[src/isos_pkg.sv]
// Function
// Four digits pick each terminal's function
// Code 0 on at or above start frequency
// Code 1 inside percentage band of command
// Code 2 on supply dip or undervoltage
// Code 3 while current limiting acts
// Codes 4, 5 at or above thresholds
// Code 6 at 85% brake duty
// Code 7 at 85% thermal trip
// Code 9 during panel operation
// Asserted status turns transistor on
// Running terminal fixed to running function
// Detect pin low at or above threshold
// Reverse threshold used only in reverse
// Contact closed selects secondary parameter set
// Decel 9999 reuses secondary acceleration time
// Secondary ramps share acceleration reference frequency
// Secondary stall frequency zero disables it
// Undefined code keeps terminal off
package isos_pkg;
    // Register byte offsets
    localparam logic [7:0] ISOS_ASSIGN = 8'h00;
    localparam logic [7:0] ISOS_BAND = 8'h04;
    localparam logic [7:0] ISOS_DET_PRI = 8'h08;
    localparam logic [7:0] ISOS_DET_REV = 8'h0c;
    localparam logic [7:0] ISOS_DET_SEC = 8'h10;
    localparam logic [7:0] ISOS_START = 8'h14;
    localparam logic [7:0] ISOS_SEC_ACC = 8'h18;
    localparam logic [7:0] ISOS_SEC_DEC = 8'h1c;
    localparam logic [7:0] ISOS_SEC_BOOST = 8'h20;
    localparam logic [7:0] ISOS_SEC_BASE = 8'h24;
    localparam logic [7:0] ISOS_SEC_STALL = 8'h28;
    localparam logic [7:0] ISOS_STATUS = 8'h2c;
    localparam logic [7:0] ISOS_IRQ_STAT = 8'h30;
    localparam logic [7:0] ISOS_IRQ_MASK = 8'h34;
    // Reset values
    localparam logic [15:0] ISOS_ASSIGN_RST = 16'h1234;
    localparam logic [15:0] ISOS_BAND_RST = 16'h000a;
    localparam logic [15:0] ISOS_DET_PRI_RST = 16'h1770;
    localparam logic [15:0] ISOS_DET_SEC_RST = 16'h0bb8;
    localparam logic [15:0] ISOS_START_RST = 16'h0032;
    localparam logic [15:0] ISOS_UNSET = 16'h270f;
    localparam logic [15:0] ISOS_SEC_ACC_RST = 16'h01f4;
    localparam logic [15:0] ISOS_SEC_BOOST_RST = 16'h0006;
    localparam logic [15:0] ISOS_SEC_BASE_RST = 16'h1770;
    localparam logic [15:0] ISOS_ZERO = 16'h0000;
    // Band limits and prealarm percentage
    localparam logic [15:0] ISOS_BAND_MIN = 16'h0001;
    localparam logic [15:0] ISOS_BAND_MAX = 16'h0064;
    localparam logic [15:0] ISOS_PREALARM_PCT = 16'h0055;
    localparam logic [15:0] ISOS_FULL_PCT = 16'h0064;
    // Function codes
    localparam logic [3:0] ISOS_CODE_UNDEF = 4'h8;
    localparam logic [3:0] ISOS_CODE_MAX = 4'h9;
    // Digit field positions, first digit highest
    localparam int ISOS_DIGIT_W = 4;
    localparam int ISOS_NTERM = 4;
    localparam int ISOS_NFUNC = 10;
    // Interrupt bit positions
    localparam int ISOS_EV_PF = 0;
    localparam int ISOS_EV_OL = 1;
    localparam int ISOS_EV_RBP = 2;
    localparam int ISOS_EV_THP = 3;
    localparam int ISOS_NEV = 4;
endpackage : isos_pkg

[src/isos_top.sv]
`timescale 1ns/1ns
module isos_top
    import isos_pkg::*;
#(
    parameter int FW = 16 // Width of frequency and setting values
) (
    input wire logic clk_sys, // System clock, 100 MHz
    input wire logic srst, // Synchronous reset, active high
    // Avalon-MM slave
    input wire logic [7:0] avs_address,
    input wire logic avs_read,
    input wire logic avs_write,
    input wire logic [31:0] avs_writedata,
    input wire logic [3:0] avs_byteenable,
    output logic [31:0] avs_readdata,
    output logic avs_waitrequest,
    output logic irq, // Level interrupt
    // Drive status from the motor control logic, same clock
    input wire logic drive_active,
    input wire logic reverse_rotation,
    input wire logic [FW-1:0] output_freq,
    input wire logic [FW-1:0] command_freq,
    input wire logic power_fail_status,
    input wire logic current_limit_active,
    input wire logic [FW-1:0] brake_duty,
    input wire logic [FW-1:0] brake_duty_limit,
    input wire logic [FW-1:0] thermal_accum,
    input wire logic [FW-1:0] thermal_trip,
    input wire logic panel_mode,
    // Contact pin to contact_common, high when closed
    input wire logic second_function_contact,
    // Primary parameter set
    input wire logic [FW-1:0] pri_accel_time,
    input wire logic [FW-1:0] pri_decel_time,
    input wire logic [FW-1:0] pri_torque_boost,
    input wire logic [FW-1:0] pri_base_frequency,
    input wire logic [FW-1:0] accel_ref_frequency,
    // Selected parameter set
    output logic [FW-1:0] sel_accel_time,
    output logic [FW-1:0] sel_decel_time,
    output logic [FW-1:0] sel_torque_boost,
    output logic [FW-1:0] sel_base_frequency,
    output logic [FW-1:0] sel_ramp_ref_frequency,
    output logic sec_stall_enable,
    output logic [FW-1:0] sec_stall_frequency,
    // Open-collector transistors, high is on
    output logic run_terminal_on,
    output logic up_to_speed_terminal_on,
    output logic power_fail_terminal_on,
    output logic overload_terminal_on,
    output logic freq_detect_terminal_on
);

    // Whole block state, registered in one place
    typedef struct packed {
        logic [15:0] assign_q; // Terminal assignment setting
        logic [15:0] band_q; // Up-to-speed band percent
        logic [15:0] det_pri_q; // Primary detect threshold
        logic [15:0] det_rev_q; // Reverse detect threshold
        logic [15:0] det_sec_q; // Second detect threshold
        logic [15:0] start_q; // Starting frequency
        logic [15:0] sec_acc_q;
        logic [15:0] sec_dec_q;
        logic [15:0] sec_boost_q;
        logic [15:0] sec_base_q;
        logic [15:0] sec_stall_q;
        logic [1:0] contact_sync_q; // Two-stage pin synchroniser
        logic ack_q; // Bus answer cycle
        logic [31:0] rdata_q;
        logic [ISOS_NFUNC-1:0] func_q; // Registered function vector
        logic run_q;
        logic [ISOS_NTERM-1:0] term_q; // Assignable terminals
        logic [ISOS_NEV-1:0] ev_prev_q;
        logic [ISOS_NEV-1:0] irq_stat_q;
        logic [ISOS_NEV-1:0] irq_mask_q;
    } isos_state_t;

    isos_state_t s_q;
    isos_state_t s_d;

    // True when a reaches pct percent of b; wide math avoids overflow
    function automatic logic isos_reached(input logic [15:0] a, input logic [15:0] b,
                                          input logic [15:0] pct);
        logic [31:0] lhs;
        logic [31:0] rhs;
        lhs = {16'h0000, a} * {16'h0000, ISOS_FULL_PCT};
        rhs = {16'h0000, b} * {16'h0000, pct};
        return lhs >= rhs;
    endfunction : isos_reached

    // Pick one function by its code; undefined codes give off
    function automatic logic isos_pick(input logic [3:0] code,
                                       input logic [ISOS_NFUNC-1:0] f);
        logic r;
        r = 1'b0;
        if (code <= ISOS_CODE_MAX && code != ISOS_CODE_UNDEF) begin
            r = f[code];
        end
        return r;
    endfunction : isos_pick

    // Byte-lane merge for register writes
    function automatic logic [15:0] isos_merge(input logic [15:0] old,
                                               input logic [31:0] wd,
                                               input logic [3:0] be);
        logic [15:0] r;
        r = old;
        if (be[0]) begin
            r[7:0] = wd[7:0];
        end
        if (be[1]) begin
            r[15:8] = wd[15:8];
        end
        return r;
    endfunction : isos_merge

    logic contact_closed; // Synchronised contact level
    logic [15:0] fout;
    logic [15:0] fcmd;
    logic [15:0] diff; // Distance from commanded frequency
    logic [15:0] band_eff; // Band clamped to its legal range
    logic [15:0] thr; // Active detect threshold
    logic [ISOS_NFUNC-1:0] func; // Status by function code
    logic [ISOS_NEV-1:0] ev_lvl; // Levels that raise interrupts
    logic [31:0] rd; // Read mux
    logic req;
    logic take; // Edge at which the access completes

    assign fout = 16'(output_freq);
    assign fcmd = 16'(command_freq);
    assign contact_closed = s_q.contact_sync_q[1];
    assign req = avs_read | avs_write;
    assign take = req & s_q.ack_q;

    // Status condition logic
    always_comb begin
        diff = (fout >= fcmd) ? (fout - fcmd) : (fcmd - fout);
        band_eff = s_q.band_q;
        if (band_eff < ISOS_BAND_MIN) begin
            band_eff = ISOS_BAND_MIN;
        end else if (band_eff > ISOS_BAND_MAX) begin
            band_eff = ISOS_BAND_MAX;
        end
        // Unset reverse threshold means primary for both directions
        if (reverse_rotation && s_q.det_rev_q != ISOS_UNSET) begin
            thr = s_q.det_rev_q;
        end else begin
            thr = s_q.det_pri_q;
        end
        func = '0;
        func[0] = drive_active & (fout >= s_q.start_q);
        func[1] = drive_active & isos_reached(fcmd - ((fcmd >= diff) ? diff : fcmd),
                  fcmd, ISOS_FULL_PCT - band_eff);
        func[2] = power_fail_status;
        func[3] = current_limit_active;
        func[4] = fout >= thr;
        func[5] = fout >= s_q.det_sec_q;
        func[6] = isos_reached(16'(brake_duty), 16'(brake_duty_limit),
                               ISOS_PREALARM_PCT);
        func[7] = isos_reached(16'(thermal_accum), 16'(thermal_trip),
                               ISOS_PREALARM_PCT);
        func[9] = panel_mode;
        ev_lvl = '0;
        ev_lvl[ISOS_EV_PF] = func[2];
        ev_lvl[ISOS_EV_OL] = func[3];
        ev_lvl[ISOS_EV_RBP] = func[6];
        ev_lvl[ISOS_EV_THP] = func[7];
    end

    // Read data mux; unmapped reads return zero
    always_comb begin
        rd = 32'h0000_0000;
        case (avs_address)
            ISOS_ASSIGN: rd[15:0] = s_q.assign_q;
            ISOS_BAND: rd[15:0] = s_q.band_q;
            ISOS_DET_PRI: rd[15:0] = s_q.det_pri_q;
            ISOS_DET_REV: rd[15:0] = s_q.det_rev_q;
            ISOS_DET_SEC: rd[15:0] = s_q.det_sec_q;
            ISOS_START: rd[15:0] = s_q.start_q;
            ISOS_SEC_ACC: rd[15:0] = s_q.sec_acc_q;
            ISOS_SEC_DEC: rd[15:0] = s_q.sec_dec_q;
            ISOS_SEC_BOOST: rd[15:0] = s_q.sec_boost_q;
            ISOS_SEC_BASE: rd[15:0] = s_q.sec_base_q;
            ISOS_SEC_STALL: rd[15:0] = s_q.sec_stall_q;
            ISOS_STATUS: rd[15:0] = {contact_closed, s_q.run_q, s_q.term_q, s_q.func_q};
            ISOS_IRQ_STAT: rd[ISOS_NEV-1:0] = s_q.irq_stat_q;
            ISOS_IRQ_MASK: rd[ISOS_NEV-1:0] = s_q.irq_mask_q;
            default: rd = 32'h0000_0000;
        endcase
    end

    // Next-state logic for the whole block
    always_comb begin
        s_d = s_q;
        // Only the second stage is read by logic
        s_d.contact_sync_q = {s_q.contact_sync_q[0], second_function_contact};
        // One wait cycle, then the access completes
        s_d.ack_q = req & ~s_q.ack_q;
        if (req && !s_q.ack_q) begin
            s_d.rdata_q = avs_read ? rd : 32'h0000_0000;
        end
        s_d.func_q = func;
        s_d.run_q = func[0];
        // Each terminal follows the code in its digit
        for (int t = 0; t < ISOS_NTERM; t++) begin
            s_d.term_q[t] = isos_pick(s_q.assign_q[15 - t*ISOS_DIGIT_W -: ISOS_DIGIT_W],
                                      func);
        end
        s_d.ev_prev_q = ev_lvl;
        // Rising edges set sticky bits; set beats a same-cycle clear
        if (take && avs_write && avs_address == ISOS_IRQ_STAT && avs_byteenable[0]) begin
            s_d.irq_stat_q = s_q.irq_stat_q & ~avs_writedata[ISOS_NEV-1:0];
        end
        s_d.irq_stat_q = s_d.irq_stat_q | (ev_lvl & ~s_q.ev_prev_q);
        // Register writes take effect at the completing edge
        if (take && avs_write) begin
            case (avs_address)
                ISOS_ASSIGN: s_d.assign_q = isos_merge(s_q.assign_q, avs_writedata,
                                                       avs_byteenable);
                ISOS_BAND: s_d.band_q = isos_merge(s_q.band_q, avs_writedata,
                                                   avs_byteenable);
                ISOS_DET_PRI: s_d.det_pri_q = isos_merge(s_q.det_pri_q, avs_writedata,
                                                         avs_byteenable);
                ISOS_DET_REV: s_d.det_rev_q = isos_merge(s_q.det_rev_q, avs_writedata,
                                                         avs_byteenable);
                ISOS_DET_SEC: s_d.det_sec_q = isos_merge(s_q.det_sec_q, avs_writedata,
                                                         avs_byteenable);
                ISOS_START: s_d.start_q = isos_merge(s_q.start_q, avs_writedata,
                                                     avs_byteenable);
                ISOS_SEC_ACC: s_d.sec_acc_q = isos_merge(s_q.sec_acc_q, avs_writedata,
                                                         avs_byteenable);
                ISOS_SEC_DEC: s_d.sec_dec_q = isos_merge(s_q.sec_dec_q, avs_writedata,
                                                         avs_byteenable);
                ISOS_SEC_BOOST: s_d.sec_boost_q = isos_merge(s_q.sec_boost_q,
                                                             avs_writedata, avs_byteenable);
                ISOS_SEC_BASE: s_d.sec_base_q = isos_merge(s_q.sec_base_q, avs_writedata,
                                                           avs_byteenable);
                ISOS_SEC_STALL: s_d.sec_stall_q = isos_merge(s_q.sec_stall_q,
                                                             avs_writedata, avs_byteenable);
                ISOS_IRQ_MASK: begin
                    if (avs_byteenable[0]) begin
                        s_d.irq_mask_q = avs_writedata[ISOS_NEV-1:0];
                    end
                end
                default: ; // Status read-only, IRQ status cleared above, unmapped: write ignored
            endcase
        end
    end

    // State register
    always_ff @(posedge clk_sys) begin
        if (srst) begin
            s_q <= '0;
            s_q.assign_q <= ISOS_ASSIGN_RST;
            s_q.band_q <= ISOS_BAND_RST;
            s_q.det_pri_q <= ISOS_DET_PRI_RST;
            s_q.det_rev_q <= ISOS_UNSET;
            s_q.det_sec_q <= ISOS_DET_SEC_RST;
            s_q.start_q <= ISOS_START_RST;
            s_q.sec_acc_q <= ISOS_SEC_ACC_RST;
            s_q.sec_dec_q <= ISOS_UNSET;
            s_q.sec_boost_q <= ISOS_SEC_BOOST_RST;
            s_q.sec_base_q <= ISOS_SEC_BASE_RST;
            s_q.sec_stall_q <= ISOS_ZERO;
        end else begin
            s_q <= s_d;
        end
    end

    // Bus handshake and read data
    assign avs_waitrequest = req & ~s_q.ack_q;
    assign avs_readdata = s_q.rdata_q;
    assign irq = |(s_q.irq_stat_q & s_q.irq_mask_q);

    // Transistor on for an asserted status; on drives the pin low
    assign run_terminal_on = s_q.run_q;
    assign up_to_speed_terminal_on = s_q.term_q[0];
    assign power_fail_terminal_on = s_q.term_q[1];
    assign overload_terminal_on = s_q.term_q[2];
    assign freq_detect_terminal_on = s_q.term_q[3];

    // Parameter set selection by the external contact
    always_comb begin
        if (contact_closed) begin
            sel_accel_time = FW'(s_q.sec_acc_q);
            // Unset secondary decel reuses the secondary accel time
            sel_decel_time = (s_q.sec_dec_q == ISOS_UNSET) ? FW'(s_q.sec_acc_q)
                                                           : FW'(s_q.sec_dec_q);
            sel_torque_boost = FW'(s_q.sec_boost_q);
            sel_base_frequency = FW'(s_q.sec_base_q);
        end else begin
            sel_accel_time = pri_accel_time;
            sel_decel_time = pri_decel_time;
            sel_torque_boost = pri_torque_boost;
            sel_base_frequency = pri_base_frequency;
        end
    end

    // Both ramp sets are scaled against the same reference frequency
    assign sel_ramp_ref_frequency = accel_ref_frequency;
    assign sec_stall_enable = s_q.sec_stall_q != ISOS_ZERO;
    assign sec_stall_frequency = FW'(s_q.sec_stall_q);

endmodule : isos_top

[config.mk]
export PLATFORM = sky130hd
export DESIGN_NAME = isos_top
export DESIGN_NICKNAME = d
export VERILOG_FILES = /design/src/isos_pkg.sv /design/src/isos_top.sv
export SDC_FILE = /design/constraint.sdc
export NUM_CORES = 2
export LEC_CHECK = 0
export BUFFER_PORTS_ARGS = -buffer_cell sky130_fd_sc_hd__buf_2
export CORE_MARGIN = 4
export CORE_UTILIZATION = 32
export CTS_CLUSTER_SIZE = 28
export DETAILED_ROUTE_END_ITERATION = 6
export SYNTH_ARGS = -nofsm -noshare
export SYNTH_HDL_FRONTEND = slang
export SYNTH_SLANG_ARGS = --single-unit
[constraint.sdc]
create_clock -name clk_sys -period 18.1 [get_ports clk_sys]
set_input_delay 3.62 -clock clk_sys [delete_from_list [all_inputs] [get_ports clk_sys]]
set_output_delay 3.62 -clock clk_sys [all_outputs]
set_load 0.1 [all_outputs]
==> results by group <==
Worst setup path
  – Crit path launch type: input pin
  – Crit path top cell by count: ha_1
  – CP max FO: 24
  – Reg2Reg Setup Slack: 6.37 ns
  – R2R depth: 36
  – Worst setup path category: in2reg
  – CP endpoint kind: register
  – Arrival @ worst endpoint: around 16 ns
  – Critical-path top delay cell: nor4_2
  – CP peak stage delay: approximately 0.58 ns
  – Worst setup path start: command_freq[1]
  – Worst path required time: between 15 and 20 ns
  – RR Startpoint: s_q[209]
  – R2r endpoint: overload_terminal_on

Placed design
  – GP Congestion: roughly 0.9
  – Hpwl dp: about 81 mm
  – Port bufs: 299

Pwr
  – Power density cells: roughly 180 nW/um^2
  – Worst VDD drop: around 0.43 mV
  – LEAKAGE: about 19 nW

Global routing
  – GRT Overall Usage: between 15 and 20%
  – Initial antenna violation count: 22
  – Grt total ovfl: 0
  – First-pass GRT wire length: between 150 and 200 mm
  – Largest net degree at the start of global routing: 112
  – Vias in the first global route: between 20000 and 30000

Timing
  – Clock skew: ~0.019 ns
  – Worst slew pin tran: approximately 1.3 ns
  – Final min period: around 15 ns
  – Hold_ws: between 0.4 and 0.5 ns
  – RSZ-0062 raised after global routing: false
  – Fin crit share: approximately 85%
  – Slew headroom: 16.0%
  – Final hold vios: 0
  – Setup TNS: 0 ns
  – Final setup viols: 0
  – Maximum clock rate: about 65 MHz
  – Max-slew violation count: 0

Floorplan
  – Starting Density: between 30% and 40%
  – Die ar.: around 110000 um^2
  – Die W: about 330 um
  – Die height: roughly 330 um
  – Core Footprint: roughly 100000 um^2
  – # IOs: 366
  – Row count: approximately 120

Synthesis
  – Combinational family with the most area after synthesis: adder cells
  – Post-synthesis mux area share: around 3.6%
  – Synthesized area: 33200 um^2
  – Compound-gate portion of the synthesized area: around 16%
  – Sequential area share after synthesis: a little over an eighth
  – Mean Syn Cell Area: ~8.1 um^2
  – Post-Synth XOR/XNOR Area: under 10%
  – Post-synth ARST share: 0%
  – Post-synth EDFFs: 0
  – Synth Instances: 4090
  – Synth Register Bits: roughly 220
  – Post-Synth Simple-Gate Area: between 15 and 20%
  – Yosys cell types: 93
  – Yosys warns: 0
  – Ys flop type: dfxtp_1
  – Post-Synth Adder-Cell Area: 37.3%

Clock network
  – CTS clk-pin slew, worst paths: around 0.060 ns
  – Clock sinks: between 200 and 250
  – Post-CTS setup buffers: 0
  – Hold buffer count at CTS: 0
  – Root buffer cell: clkbuf_16
  – CTS tree: yes
  – Post-CTS Resized: 0
  – Clock Path Buffers: 3
  – Clock buffer count from CTS: 25
  – CTS H-tree depth: 1
  – Later-pin clock latency in the skew report: between 0.5 and 0.6 ns

Finish
  – Nets: approximately 5400
  – Layout cells sized above 1: approximately 11%
  – Most common cell after layout, fill and taps aside: inv_1
  – Area grow syn2layout: 10.9%
  – Most frequent cells in the layout: 739 x inv_1, 546 x ha_1, 439 x nand2_1

Status
  – Outcome: completed

Route
  – Drt via density: roughly 5
  – Vias post-DR: roughly 29000
  – Drt pass-1 iters: 5
  – Routed wire length: 99.4 mm
  – 1st-iter DRT viols: 2100
  – Remaining DRCs: 0
  – Antenna viol nets, final: 0
  – Routed wire per std cell: roughly 17 um

Hold path
  – Worst Hold Launch: s_d[61]
  – Worst Hold Path EP: contact_closed
  – Worst hold stages: 1
  – Hold Crit Class: reg2reg

Flow run
  – Max cap viols: 0
## layout make-up
| class | instances | area (um^2) |
|---|---|---|
| tap | 1368 | 1710 |
| antenna | 7 | 17.5 |
| timing repair buffer | 320 | 1660 |
| sequential | 216 | 4330 |
| clock inverter | 12 | 186 |
| fill | 10800 | 65600 |
| multi-input combinational | 3020 | 25500 |
| clock buffer | 34 | 709 |
| inverter | 740 | 2780 |
## layer usage
| layer | GRT usage (%) | wire length (um) |
|---|---|---|
| met5 | 0 | 74 |
| met4 | 4.15 | 2600 |
| met3 | 3.10 | 7540 |
| met2 | 30.0 | 46000 |
| met1 | 24.0 | 43200 |
## critical path, delay by kind of cell
| kind | cells | cell delay, ns |
|---|---|---|
| AO/OA/AOI/OAI | 26 | 4.83 |
| XOR/XNOR | 2 | 0.60 |
| adder cells (fa/ha/maj) | 9 | 3.05 |
| buffers and inverters | 6 | 1.01 |
| multiplexers | 1 | 0.44 |
| AND/OR/NAND/NOR | 10 | 2.20 |
## worst max path at each step
stage                              endpoint  slack (ns)  cells after the start
CTS                    overload_terminal_on        2.72                     55
finish                 overload_terminal_on        2.74                     54
global placement       overload_terminal_on        2.31                     53
floorplan           up_to_speed_terminal_on        4.37                     58
detailed placement     overload_terminal_on        2.21                     55
global route           overload_terminal_on        1.85                     55
## flip-flops by register name, indices dropped and copies added, names as in the netlist
signal / flops
avs_readdata: 16
power_fail_terminal_on: 1
overload_terminal_on: 1
sec_stall_frequency: 16
freq_detect_terminal_on: 1
up_to_speed_terminal_on: 1
contact_closed: 1
s_q: 178
s_d: 1
## power breakdown
part | internal, mW | total, mW | switching, mW
Sequential | 0.481 | 0.489 | 0.00749
Clock | 0.334 | 0.551 | 0.217
Combinational | 2.37 | 5.77 | 3.40
## cell usage after synthesis, types with 57 or more instances
cell	instances	area share, %
nor2_1	205	2.3
and3_1	66	1.2
mux2_2	57	1.9
nand3_1	65	0.98
and2_1	70	1.3
fa_1	278	17
dfxtp_1	216	13
a21oi_1	273	4.1
ha_1	546	21
nor3_1	58	0.87
clkbuf_1	122	1.4
nand2_1	439	5.0
xnor2_1	79	2.1
o21ai_0	84	1.3
inv_1	739	8.3
a22oi_1	63	1.4
buf_4	70	1.6
a21o_1	67	1.5
## through the flow
| step | util, % | setup WS [ns] | power [mW] | area [um^2] | cells |
|---|---|---|---|---|---|
| final | 36.0 | 2.74 | 6.81 | 36900 | 5717 |
| after global routing | 35.9 | 1.85 | 7.72 | 36800 | 5710 |
| after CTS | 35.9 | 2.72 | 6.85 | 36800 | 5710 |
| after detailed placement | 35.1 | 2.21 | 6.25 | 35900 | 5664 |
| after global placement | 35.1 | 2.31 | 6.17 | 35900 | 5664 |
| after floorplan | - | 4.37 | 4.88 | 33600 | 4184 |
## kinds of logic after synthesis
kind of cell | count (synthesis)
adders and majority gates | 824
buffers and inverters | 948
AOI/OAI and AO/OA | 790
muxes | 106
other | 2
and+or+nand+nor | 1079
xor gates and xnor gates | 125
DFF | 216
(Power assumes the default switching activity.)
